[src/shared/sfr_bank_pkg.sv]
package sfr_bank_pkg;

  // ----------------------------------------------------------------
  // register addresses
  // ----------------------------------------------------------------
  localparam logic [7:0] ADDR_PORT0 = 8'h80;
  localparam logic [7:0] ADDR_STACK = 8'h81;
  localparam logic [7:0] ADDR_DPL = 8'h82;
  localparam logic [7:0] ADDR_DPH = 8'h83;
  localparam logic [7:0] ADDR_PORT1 = 8'h90;
  localparam logic [7:0] ADDR_PORT1_OUTPUT_SELECT = 8'h91;
  localparam logic [7:0] ADDR_ERASE = 8'h94;
  localparam logic [7:0] ADDR_SERIAL_EEPROM_DATA = 8'h9E;
  localparam logic [7:0] ADDR_SERIAL_EEPROM_CONTROL = 8'h9F;
  localparam logic [7:0] ADDR_PORT2 = 8'hA0;
  localparam logic [7:0] ADDR_PORT2_OUTPUT_SELECT = 8'hA1;
  localparam logic [7:0] ADDR_PORT0_OUTPUT_SELECT = 8'hA2;
  localparam logic [7:0] ADDR_FLCTL = 8'hB2;
  localparam logic [7:0] ADDR_PGSEL = 8'hB7;
  localparam logic [7:0] ADDR_MOVXHI = 8'hBF;
  localparam logic [7:0] ADDR_IRQCTL = 8'hC0;
  localparam logic [7:0] ADDR_PSW = 8'hD0;
  localparam logic [7:0] ADDR_BAUD = 8'hD8;
  localparam logic [7:0] ADDR_ACC = 8'hE0;
  localparam logic [7:0] ADDR_MULDIV = 8'hF0;
  localparam logic [7:0] ADDR_PCLO = 8'hFC;
  localparam logic [7:0] ADDR_PCHI = 8'hFD;

  // ----------------------------------------------------------------
  // reset values and codes
  // ----------------------------------------------------------------
  localparam logic [7:0] STACK_RESET = 8'h07;
  localparam logic [7:0] ZERO_BYTE = 8'h00;
  localparam logic [7:0] PORT01_RESET = 8'hFF;
  localparam logic [15:0] PC_RESET = 16'h0000;
  localparam logic [7:0] ERASE_PAGE_CODE = 8'h55;
  localparam logic [7:0] ERASE_MASS_CODE = 8'hAA;
  localparam logic [7:0] EE_TX_CODE = 8'h01;
  localparam logic [6:0] PAGE_MAX = 7'h7F;
  localparam logic [7:0] UNMAPPED_READ = 8'h00;

  // ----------------------------------------------------------------
  // field positions
  // ----------------------------------------------------------------
  localparam int PSW_CARRY = 7;
  localparam int PSW_AUX = 6;
  localparam int PSW_F0 = 5;
  localparam int PSW_BANK_HI = 4;
  localparam int PSW_BANK_LO = 3;
  localparam int PSW_OV = 2;
  localparam int PSW_USER1 = 1;
  localparam int PSW_PARITY = 0;
  localparam int FL_PWE = 0;
  localparam int FL_MEEN = 1;
  localparam int BAUD_BIT = 7;
  localparam int PORT2_PINS = 6;

  // ----------------------------------------------------------------
  // carriers
  // ----------------------------------------------------------------
  typedef struct packed {
    logic [7:0] addr;
    logic [7:0] wdata;
    logic wr;
    logic rd;
  } sfr_req_t;

  typedef struct packed {
    logic push;
    logic fetch;
    logic data_pointer16_load;
    logic [15:0] data_pointer16_value;
    logic muldiv_load;
    logic [7:0] muldiv_value;
    logic acc_load;
    logic [7:0] acc_value;
  } core_evt_t;

  typedef struct packed {
    logic page_erase;
    logic mass_erase;
    logic ee_transmit;
    logic [6:0] page;
  } flash_cmd_t;

  typedef enum logic [1:0] {
    ERASE_IDLE,
    ERASE_PAGE,
    ERASE_MASS
  } erase_state_t;

  typedef struct packed {
    logic [7:0] rdata;
    logic [7:0] port0;
    logic [7:0] port1;
    logic [5:0] port2;
    logic [7:0] port0_output_select;
    logic [7:0] port1_output_select;
    logic [5:0] port2_output_select;
    logic [7:0] stack;
    logic [7:0] data_pointer_low;
    logic [7:0] data_pointer_high;
    logic [15:0] pc;
    logic [7:0] serial_eeprom_data;
    logic [7:0] serial_eeprom_control;
    logic pwe;
    logic meen;
    logic [6:0] pgsel;
    logic [7:0] movxhi;
    logic [7:0] irqctl;
    logic [7:0] program_status_word;
    logic baud;
    logic [7:0] acc;
    logic [7:0] muldiv;
    logic page_go;
    logic mass_go;
    logic ee_go;
    erase_state_t erase;
  } bank_state_t;

  function automatic logic odd_ones(input logic [7:0] v);
    odd_ones = ^v;
  endfunction

endpackage

[src/rtl/sfr_bank.sv]
// Overview of operation
// - stack pointer resets 07, pre-increments on push
// - 16-bit program counter, zero reset, counts fetches
// - status bits 4:3 pick register bank
// - status bit 0 tracks accumulator parity
// - status carry, aux, user, overflow, user1 bits
// - data pointer loads whole or by byte
// - port latch bit drives its pin level
// - direction bit one makes pin output
// - port read returns actual pin level
// - ports 0,1 eight pins, port 2 six
// - code 55 starts page erase
// - code AA mass erase needs arm, debug
// - other erase codes ignored, trigger reads 00
// - page select holds 0 to 127
// - control write of 01 launches eeprom transmit
// - program write enable defaults zero
// - baud control implements only bit 7
// - movx high byte register resets zero
// - helper register for multiply and divide
// - unmapped reads zero, writes ignored
module sfr_bank (
  input wire logic sys_clk_in,
  input wire logic rst_n_in,
  input wire logic clk_en_in,
  input wire logic [7:0] addr_in,
  input wire logic [7:0] wdata_in,
  input wire logic wr_in,
  input wire logic rd_in,
  input wire sfr_bank_pkg::core_evt_t core_evt_in,
  input wire logic debug_en_in,
  input wire logic [21:0] pin_in,
  output logic [21:0] pin_out,
  output logic [21:0] pin_oe_out,
  output logic [7:0] rdata_out,
  output logic [1:0] reg_bank_out,
  output logic [15:0] data_pointer16_out,
  output logic [7:0] stack_top_pointer_out,
  output logic [15:0] instruction_counter_out,
  output logic [7:0] movx_high_address_byte_out,
  output logic program_space_write_enable_out,
  output logic baud_source_out,
  output sfr_bank_pkg::flash_cmd_t flash_cmd_out
);
  import sfr_bank_pkg::*;

  bank_state_t st_r;
  bank_state_t st_nxt;
  logic [21:0] pin_meta_r;
  logic [21:0] pin_sync_r;
  sfr_req_t req;

  // ----------------------------------------------------------------
  // pin synchroniser
  // ----------------------------------------------------------------
  always_ff @(posedge sys_clk_in or negedge rst_n_in)
  begin
    if (!rst_n_in)
    begin
      pin_meta_r <= '0;
      pin_sync_r <= '0;
    end
    else if (clk_en_in)
    begin
      pin_meta_r <= pin_in;
      pin_sync_r <= pin_meta_r;
    end
  end

  assign req = '{addr: addr_in, wdata: wdata_in, wr: wr_in, rd: rd_in};

  // ----------------------------------------------------------------
  // next state
  // ----------------------------------------------------------------
  always_comb
  begin
    st_nxt = st_r;
    st_nxt.page_go = 1'b0;
    st_nxt.mass_go = 1'b0;
    st_nxt.ee_go = 1'b0;
    st_nxt.erase = ERASE_IDLE;
    if (core_evt_in.push)
      st_nxt.stack = st_r.stack + 8'h01;
    if (core_evt_in.fetch)
      st_nxt.pc = st_r.pc + 16'h0001;
    if (core_evt_in.data_pointer16_load)
    begin
      st_nxt.data_pointer_high = core_evt_in.data_pointer16_value[15:8];
      st_nxt.data_pointer_low = core_evt_in.data_pointer16_value[7:0];
    end
    if (core_evt_in.muldiv_load)
      st_nxt.muldiv = core_evt_in.muldiv_value;
    if (core_evt_in.acc_load)
      st_nxt.acc = core_evt_in.acc_value;
    if (req.wr)
    begin
      case (req.addr)
        ADDR_PORT0: st_nxt.port0 = req.wdata;
        ADDR_PORT1: st_nxt.port1 = req.wdata;
        ADDR_PORT2: st_nxt.port2 = req.wdata[PORT2_PINS-1:0];
        ADDR_PORT0_OUTPUT_SELECT: st_nxt.port0_output_select = req.wdata;
        ADDR_PORT1_OUTPUT_SELECT: st_nxt.port1_output_select = req.wdata;
        ADDR_PORT2_OUTPUT_SELECT: st_nxt.port2_output_select = req.wdata[PORT2_PINS-1:0];
        ADDR_STACK: st_nxt.stack = req.wdata;
        ADDR_DPL: st_nxt.data_pointer_low = req.wdata;
        ADDR_DPH: st_nxt.data_pointer_high = req.wdata;
        ADDR_SERIAL_EEPROM_DATA: st_nxt.serial_eeprom_data = req.wdata;
        ADDR_SERIAL_EEPROM_CONTROL:
        begin
          st_nxt.serial_eeprom_control = req.wdata;
          st_nxt.ee_go = (req.wdata == EE_TX_CODE);
        end
        ADDR_FLCTL:
        begin
          st_nxt.pwe = req.wdata[FL_PWE];
          st_nxt.meen = req.wdata[FL_MEEN];
        end
        ADDR_PGSEL: st_nxt.pgsel = req.wdata[6:0];
        ADDR_MOVXHI: st_nxt.movxhi = req.wdata;
        ADDR_IRQCTL: st_nxt.irqctl = req.wdata;
        ADDR_PSW: st_nxt.program_status_word = req.wdata;
        ADDR_BAUD: st_nxt.baud = req.wdata[BAUD_BIT];
        ADDR_ACC: st_nxt.acc = req.wdata;
        ADDR_MULDIV: st_nxt.muldiv = req.wdata;
        ADDR_ERASE:
        begin
          case (req.wdata)
            ERASE_PAGE_CODE:
            begin
              st_nxt.page_go = 1'b1;
              st_nxt.erase = ERASE_PAGE;
            end
            ERASE_MASS_CODE:
            begin
              if (st_r.meen && debug_en_in)
              begin
                st_nxt.mass_go = 1'b1;
                st_nxt.erase = ERASE_MASS;
                st_nxt.meen = 1'b0;
              end
            end
            default: st_nxt.erase = ERASE_IDLE;
          endcase
        end
        default: st_nxt.erase = ERASE_IDLE;
      endcase
    end
    // parity follows final accumulator value
    st_nxt.program_status_word[PSW_PARITY] = odd_ones(st_nxt.acc);
    st_nxt.rdata = st_r.rdata;
    if (req.rd)
    begin
      case (req.addr)
        ADDR_PORT0: st_nxt.rdata = pin_sync_r[7:0];
        ADDR_PORT1: st_nxt.rdata = pin_sync_r[15:8];
        ADDR_PORT2: st_nxt.rdata = {2'b00, pin_sync_r[21:16]};
        ADDR_PORT0_OUTPUT_SELECT: st_nxt.rdata = st_r.port0_output_select;
        ADDR_PORT1_OUTPUT_SELECT: st_nxt.rdata = st_r.port1_output_select;
        ADDR_PORT2_OUTPUT_SELECT: st_nxt.rdata = {2'b00, st_r.port2_output_select};
        ADDR_STACK: st_nxt.rdata = st_r.stack;
        ADDR_DPL: st_nxt.rdata = st_r.data_pointer_low;
        ADDR_DPH: st_nxt.rdata = st_r.data_pointer_high;
        ADDR_ERASE: st_nxt.rdata = ZERO_BYTE;
        ADDR_SERIAL_EEPROM_DATA: st_nxt.rdata = st_r.serial_eeprom_data;
        ADDR_SERIAL_EEPROM_CONTROL: st_nxt.rdata = st_r.serial_eeprom_control;
        ADDR_FLCTL: st_nxt.rdata = {6'h00, st_r.meen, st_r.pwe};
        ADDR_PGSEL: st_nxt.rdata = {1'b0, st_r.pgsel};
        ADDR_MOVXHI: st_nxt.rdata = st_r.movxhi;
        ADDR_IRQCTL: st_nxt.rdata = st_r.irqctl;
        ADDR_PSW: st_nxt.rdata = st_r.program_status_word;
        ADDR_BAUD: st_nxt.rdata = {st_r.baud, 7'h00};
        ADDR_ACC: st_nxt.rdata = st_r.acc;
        ADDR_MULDIV: st_nxt.rdata = st_r.muldiv;
        ADDR_PCLO: st_nxt.rdata = st_r.pc[7:0];
        ADDR_PCHI: st_nxt.rdata = st_r.pc[15:8];
        default: st_nxt.rdata = UNMAPPED_READ;
      endcase
    end
  end

  // ----------------------------------------------------------------
  // state register
  // ----------------------------------------------------------------
  always_ff @(posedge sys_clk_in or negedge rst_n_in)
  begin
    if (!rst_n_in)
    begin
      st_r <= '0;
      st_r.port0 <= PORT01_RESET;
      st_r.port1 <= PORT01_RESET;
      st_r.stack <= STACK_RESET;
      st_r.pc <= PC_RESET;
      st_r.pgsel <= PAGE_MAX & 7'h00;
      st_r.movxhi <= ZERO_BYTE;
      st_r.erase <= ERASE_IDLE;
    end
    else if (clk_en_in)
      st_r <= st_nxt;
  end

  // ----------------------------------------------------------------
  // outputs
  // ----------------------------------------------------------------
  assign pin_out = {st_r.port2, st_r.port1, st_r.port0};
  assign pin_oe_out = {st_r.port2_output_select, st_r.port1_output_select, st_r.port0_output_select};
  assign rdata_out = st_r.rdata;
  assign reg_bank_out = {st_r.program_status_word[PSW_BANK_HI], st_r.program_status_word[PSW_BANK_LO]};
  assign data_pointer16_out = {st_r.data_pointer_high, st_r.data_pointer_low};
  assign stack_top_pointer_out = st_r.stack;
  assign instruction_counter_out = st_r.pc;
  assign movx_high_address_byte_out = st_r.movxhi;
  assign program_space_write_enable_out = st_r.pwe;
  assign baud_source_out = st_r.baud;
  assign flash_cmd_out = '{page_erase: st_r.page_go,
                           mass_erase: st_r.mass_go,
                           ee_transmit: st_r.ee_go,
                           page: st_r.pgsel};

  // ----------------------------------------------------------------
  // checks
  // ----------------------------------------------------------------
  property p_push_inc;
    @(posedge sys_clk_in) disable iff (!rst_n_in)
    clk_en_in && core_evt_in.push && !wr_in
      |=> st_r.stack == $past(st_r.stack) + 8'h01;
  endproperty
  a_push_inc: assert property (p_push_inc)
    else $error("stack did not pre-increment");

  property p_pc_inc;
    @(posedge sys_clk_in) disable iff (!rst_n_in)
    clk_en_in && core_evt_in.fetch
      |=> instruction_counter_out == $past(st_r.pc) + 16'h0001;
  endproperty
  a_pc_inc: assert property (p_pc_inc)
    else $error("program counter did not advance");

  property p_bank;
    @(posedge sys_clk_in) disable iff (!rst_n_in)
    clk_en_in && wr_in && addr_in == ADDR_PSW
      |=> reg_bank_out == $past(wdata_in[PSW_BANK_HI:PSW_BANK_LO]);
  endproperty
  a_bank: assert property (p_bank)
    else $error("bank select mismatch");

  property p_parity;
    @(posedge sys_clk_in) disable iff (!rst_n_in)
    st_r.program_status_word[0] == ^st_r.acc;
  endproperty
  a_parity: assert property (p_parity)
    else $error("parity flag wrong");

  // page erase request seen on the bus this cycle
  logic page_cmd;
  assign page_cmd = clk_en_in && wr_in && addr_in == ADDR_ERASE &&
    wdata_in == ERASE_PAGE_CODE;

  property p_page_erase;
    @(posedge sys_clk_in) disable iff (!rst_n_in)
    page_cmd |=> flash_cmd_out.page_erase ##1
      (!flash_cmd_out.page_erase || $past(page_cmd) || !$past(clk_en_in));
  endproperty
  a_page_erase: assert property (p_page_erase)
    else $error("page erase not pulsed");

  property p_mass_guard;
    @(posedge sys_clk_in) disable iff (!rst_n_in)
    $rose(flash_cmd_out.mass_erase) |-> $past(st_r.meen) &&
      $past(debug_en_in) && $past(wdata_in) == ERASE_MASS_CODE;
  endproperty
  a_mass_guard: assert property (p_mass_guard)
    else $error("mass erase without arm");

  property p_other_code;
    @(posedge sys_clk_in) disable iff (!rst_n_in)
    clk_en_in && wr_in && addr_in == ADDR_ERASE &&
      wdata_in != ERASE_PAGE_CODE && wdata_in != ERASE_MASS_CODE
      |=> !flash_cmd_out.page_erase && !flash_cmd_out.mass_erase;
  endproperty
  a_other_code: assert property (p_other_code)
    else $error("erase from bad code");

  property p_port_read;
    @(posedge sys_clk_in) disable iff (!rst_n_in)
    clk_en_in && rd_in && addr_in == ADDR_PORT0
      |=> rdata_out == $past(pin_sync_r[7:0]);
  endproperty
  a_port_read: assert property (p_port_read)
    else $error("port read not pin level");

  property p_ee_go;
    @(posedge sys_clk_in) disable iff (!rst_n_in)
    clk_en_in && wr_in && addr_in == ADDR_SERIAL_EEPROM_CONTROL && wdata_in == EE_TX_CODE
      |=> flash_cmd_out.ee_transmit;
  endproperty
  a_ee_go: assert property (p_ee_go)
    else $error("eeprom transmit not launched");

  property p_unmapped;
    @(posedge sys_clk_in) disable iff (!rst_n_in)
    clk_en_in && rd_in && addr_in == 8'hC8 |=> rdata_out == 8'h00;
  endproperty
  a_unmapped: assert property (p_unmapped)
    else $error("unmapped read not zero");

endmodule

[config.mk]
export PLATFORM = sky130hd
export DESIGN_NAME = sfr_bank
export DESIGN_NICKNAME = d
export VERILOG_FILES = /design/src/shared/sfr_bank_pkg.sv /design/src/rtl/sfr_bank.sv
export SDC_FILE = /design/constraint.sdc
export NUM_CORES = 1
export LEC_CHECK = 0
export ABC_AREA = 1
export ABC_CLOCK_PERIOD_IN_PS = 2100
export BUFFER_PORTS_ARGS = -buffer_cell sky130_fd_sc_hd__buf_2
export CAP_MARGIN = 10
export CORE_ASPECT_RATIO = 2
export CORE_MARGIN = 2
export CORE_UTILIZATION = 50
export CTS_CLUSTER_SIZE = 8
export DETAILED_ROUTE_END_ITERATION = 10
export HOLD_SLACK_MARGIN = 0.12
export MAX_ROUTING_LAYER = met4
export PLACE_DENSITY = 0.73
export SLEW_MARGIN = 10
export SYNTH_ARGS = -nofsm -noshare
export SYNTH_HDL_FRONTEND = slang
export SYNTH_SLANG_ARGS = --single-unit
[constraint.sdc]
create_clock -name sys_clk_in -period 2.1 [get_ports sys_clk_in]
set_clock_uncertainty 0.2 [all_clocks]
set_input_delay 0 -clock sys_clk_in [delete_from_list [all_inputs] [get_ports sys_clk_in]]
set_output_delay 0 -clock sys_clk_in [all_outputs]
set_load 0.01 [all_outputs]
# Word-level counts from Yosys, hierarchy flattened
# Cells that the tools add are included.
dict set report op_classes {
  reduce_logical 20
  addsub 2
  n_eq_ne 27
  muxes 23
}
# operator count
set op_table {}
lappend op_table {{$eq 8x8->1 const B} 23}
lappend op_table {{$pmux 8 s21} 1}
lappend op_table {{$mux 8} 8}
lappend op_table {{$reduce_and 3->1} 14}
lappend op_table {{$mux 24} 1}
lappend op_table {{$mux 21} 1}
lappend op_table {{$add 16x1->16 const B} 1}
lappend op_table {{$mux 16} 1}
lappend op_table {{$add 8x1->8 const B} 1}
lappend op_table {{$eq 8x1->1 const B} 1}
lappend op_table {{$eq 8x7->1 const B} 1}
lappend op_table {{$reduce_xor 8->1} 1}
lappend op_table {{$mux 1} 6}
lappend op_table {{$mux 2} 3}
lappend op_table {{$reduce_and 5->1} 1}
lappend op_table {{$pmux 2 s2} 1}
lappend op_table {{$reduce_and 2->1} 2}
lappend op_table {{$ne 2x1->1 const B} 1}
lappend op_table {{$ne 2x2->1 const B} 1}
lappend op_table {{$pmux 1 s2} 1}
lappend op_table {{$reduce_bool 2->1} 1}
lappend op_table {{$logic_and 1x1->1} 1}
dict set report totals {
  wordCells 100
  out_inout_bits 114
  inputBits 81
  regBits 205
}

# Depth between registers and ports, before layout
dict set report logic_depth {
  depth_word 6
  ltp_mapped 15
  depth_no_buf 14
}

# Least setup slack after synthesis
# OpenSTA, ideal clock, no wires.
dict set report synth_path {
  path_type {reg-to-reg}
  startpoint {reg st_r, in the netlist instruction_counter_out[0]}
  endpoint {reg st_r, in the netlist instruction_counter_out[12]}
  arrival_ns 1.386
  slack_ns 0.396
  period_less_slack_ns 1.704
  stages_incl_launch_ff 10
  n_path_buf 0
  setup_time_ns 0.118
  required_time_ns 1.782
  cell_sequence {dfrtp_1 -> ha_1 -> nand3_2 -> nor4_4 -> nand3_1 -> nor2_1 -> nand2_1 -> nor2_1 -> xor2_1 -> inv_1}
}
dict set report synth_between {
  elab_chain_cells 1
}
# element line
set synth_rtl {}
lappend synth_rtl {{from (decl)} sfr_bank.sv:47} ;# bank_state_t st_r;
lappend synth_rtl {{from (signal assigned)} sfr_bank.sv:198} ;# st_r <= st_nxt;
lappend synth_rtl {{$add 16x1->16} sfr_bank.sv:85} ;# st_nxt.pc = st_r.pc + 16'h0001;
# No other way between the ends.
# A chain may end at the register's enable or synchronous reset.

# Final worst setup path
dict set report layout_path {
  startpoint {in core_evt_in[28] (netlist name)}
  endpoint {reg st_r, in the netlist data_pointer16_out[10]}
}
dict set report layout_between {
  elab_chain_cells 3
}
# element line
set layout_rtl {}
lappend layout_rtl {{from (decl)} sfr_bank.sv:30} ;# input wire sfr_bank_pkg::core_evt_t core_evt_in,
lappend layout_rtl {{$mux 16 *} sfr_bank.sv:86} ;# if (core_evt_in.data_pointer16_load)
lappend layout_rtl {{$mux 8} sfr_bank.sv:97} ;# case (req.addr)
lappend layout_rtl {{$mux 24 *} sfr_bank.sv:95} ;# if (req.wr)
# Every way passes the cells marked *; elsewhere a longest branch is shown, timed or not.

==> run_results.csv <==
group,metric,value,unit
layout,area_growth,33.8,%
pwr,leakagePower,7.31,nW
die,ioPinCount,195,
timing,period_minus_slack,2.00,ns
critical_path,cp_slowest_cell,"dlygate4sd3_1",
synth,ys_ff_latch,205,
clock_network,tritoncts,"done",
timing,layout_setup_ws,0.105,ns
critical_path,cp.arrival,2.20,ns
critical_path,worstSetupEndpointType,"flop",
placed_design,port_buffers,194,
pwr,power.share.clock,0.392,
detailed_routing,viasPerCell,5.55,
detailed_routing,wl_per_cell,20.5,um
synth,synth_fp_nets,1467,
layout,final_nets,1791,
pwr,switching_power,3.31,mW
detailed_routing,drc,0,
clock_network,clk_latency,0.55,ns
critical_path,worst_ep_required_time,2.31,ns
die,dieArea,23300,um2
pwr,pwr_density_cell,751,nW/um2
synth,synth_top_area_share,0.422,
synth,ys_seq_area_frac,0.467,
die,placementRows,76,
detailed_routing,highest_layer,"met4",
pwr,p_int,7.77,mW
clock_network,ctsLongestPathBuffers,3,
timing,max_clock_freq,0.501,GHz
timing,hold_viol,0,
hold_path,hp-start,"addr_in[4]",
pwr,power_frac_seq,0.418,
global_route,grt_max_degree,125,
synth,synth-edff-count,0,
pwr,ir_drop,0.687,mV
global_route,grt_pass1_wl,61.6,mm
die,core_area,21600,um2
synth,syn_inst,1384,
hold_path,holdCritPathClass,"input port to flop",
global_route,overflow,0,
die,die_x,109,um
critical_path,startpoint,"core_evt_in[28]",
synth,yosys.area.top_type,"dfrtp_1",
critical_path,path_max_fanout,1,
clock_network,clock_sinks,205,
die,chipHeight,214,um
detailed_routing,dr_wl_met3,2.58,mm
synth,ys.warnings.count,0,
detailed_routing,vias,11100,
critical_path,cp-start-kind,"input port",
clock_network,cts_buffers,29,
placed_design,dp_slack,-0.0143,ns
detailed_routing,wl_met1,13.8,mm
run,max-cap-violations,0,
critical_path,crit_chain,"dlygate4sd3_1, buf_2, nand2_1, dlygate4sd3_1, o211ai_1, dlygate4sd3_1, o211ai_1, o21ai_0",
critical_path,cpMostUsedCell,"dlygate4sd3_1",
synth,ys.flop_type,"dfrtp_1",
timing,fin_crit_sh,0.950,
critical_path,r2r_start,"st_r[53]",
timing,setup_tns,0,ns
timing,finalMaxSlewViolations,0,
synth,synth.area.top_cells,"dfrtp_1 42%, nand2_1 13%, buf_4 8.0%",
critical_path,max_stage_delay,0.61,ns
synth,synth_area_per_cell,7.97,um2
placed_design,dpl.hpwl,27.4,mm
detailed_routing,wl,41.2,mm
timing,max_slew_margin,0.598,
global_route,grt_pass1_vias,11200,
critical_path,path_class,"input port to flop",
pwr,swShare,0.299,
detailed_routing,antenna_left,0,
outcome,status,"finished, final reports clean",
die,start_util,0.511,
synth,synthesis.area,11000,um2
timing,setup_violations,0,
clock_network,clkSlewWorstSetupHoldPaths,0.05,ns
detailed_routing,wl_met2,20.9,mm
detailed_routing,detail_route.first_pass.iterations,6,
pwr,combPwrFrac,0.190,
global_route,grt_usage,0.362,
synth,synthArstFlopShare,1.00,
detailed_routing,drt-initial-drc-count,991,
layout,drive_gt1_frac,0.204,
clock_network,root_buffer,"clkbuf_16",
global_route,grt_antenna_before_repair,0,
clock_network,cts_max_level,1,
timing,tightest_slew,0.603,ns
synth,synthDistinctLibCells,44,
placed_design,place_congestion,1.05,
kinds of logic (layout without fill, tap and decap cells):
kind of cell,Yosys count,count (layout),share of synthesized area
AO/OA/AOI/OAI,294,294,0.156
XOR/XNOR,18,18,0.0143
adder cells (fa/ha/maj),2,2,0.00227
buffers and inverters,310,656,0.147
flip-flops,205,205,0.467
multiplexers,1,1,0.000907
other,0,1,0
AND/OR/NAND/NOR,554,554,0.212
power groups by stage:
stage                     sequential [mW]  clock [mW]  combinational [mW]
after floorplan                      4.60           0                1.22
after global placement               4.67           0                1.65
after detailed placement             4.68           0                1.69
after CTS                            4.62        4.36                2.02
after global routing                 4.67        4.53                2.27
final                                4.63        4.35                2.10
per-layer routing:
metal / GRT usage / vias up
met4: 0.295 / 0
met2: 0.597 / 574
met5: - / -
met1: 0.374 / 5272
li1: - / 5064
met3: 0.0474 / 215
flip-flops by register name, summed over array words and instances, names as in the netlist:
name and flops:
stack_top_pointer_out 8, rdata_out 8, movx_high_address_byte_out 8, pin_out 22, st_r 47, data_pointer16_out 16, pin_sync_r 22, reg_bank_out 2
baud_source_out 1, instruction_counter_out 16, pin_meta_r 22, program_space_write_enable_out 1, pin_oe_out 22, flash_cmd_out 10
Yosys cell counts, drive strengths merged (15+ instances only):
master,n
nand4,28
clkbuf,44
nor2,75
o211ai,49
a21oi,15
inv,134
nand3,38
o21ai,181
xor2,17
buf,130
nand2,399
dfrtp,186
dfstp,19
o22ai,24
layout make-up:
cell class                      count  area [um2]
Sequential cell                   205        5150
Multi-Input combinational cell    869        4320
Clock inverter                      2        13.8
Inverter                          136         514
Tap cell                          273         342
Timing Repair Buffer              467        3610
Fill cell                        1668        6830
Clock buffer                       51         808
Antenna cell                        1        2.50
through the flow:
| step | util | total power, mW | std cells | area (um2) | hold WS [ns] |
|---|---|---|---|---|---|
| floorplan | - | 5.82 | 1384 | 11000 | -0.496 |
| detailed placement | 0.543 | 6.37 | 1735 | 11700 | -0.155 |
| global placement | 0.543 | 6.33 | 1735 | 11700 | -0.160 |
| finish | 0.684 | 11.1 | 2004 | 14800 | 0.0110 |
| CTS | 0.677 | 11.0 | 1993 | 14600 | 0.0661 |
| global route | 0.684 | 11.5 | 2003 | 14800 | 0.0977 |
worst paths after layout:
check / end / slack, ns / cells after the start
worst max-delay path: data_pointer16_out[10] / 0.10 / 8
min in group asynchronous: pin_meta_r[8] / 0.36 / 3
max in group asynchronous: stack_top_pointer_out[0] / 0.63 / 4
worst min register to register: pin_meta_r[12] / 0.28 / 2
worst min-delay path: stack_top_pointer_out[5] / 0.01 / 8
worst max register to register: st_r[53] / 0.12 / 5
critical path, delay by kind of cell:
| kind | cells | cell delay, ns |
|---|---|---|
| AO/OA/AOI/OAI | 3 | 0.30 |
| buffers and inverters | 4 | 1.82 |
| AND/OR/NAND/NOR | 1 | 0.08 |
what timing repair did:
item / CTS / global route
hold endpoints to repair: 406 / 3
resized for setup: 1 / 17
hold buffers: 205 / 2
setup endpoints to repair: 1 / 28
pin swaps: 0 / 7
buffers inserted: 0 / 10
layout by cell type, fill, tap and decap left out, drive strengths merged:
master,n
nand2,399
buf,260
dlygate4sd3,203
dfrtp,186
o21ai,181
inv,134
nor2,75
clkbuf,53
o211ai,49
nand3,38
nand4,28
o22ai,24
dfstp,19
xor2,17
a21oi,15
o2bb2ai,10
nor3,10
a211oi,3
o31ai,3
nor4,3
clkinv,3
a32o,2
o211a,2
a22o,2
a22oi,2
ha,2
dlymetal6s4s,2
diode,1
clkinvlp,1
o21a,1
mux2i,1
nand3b,1
xnor2,1
(Power assumes the default switching activity.)
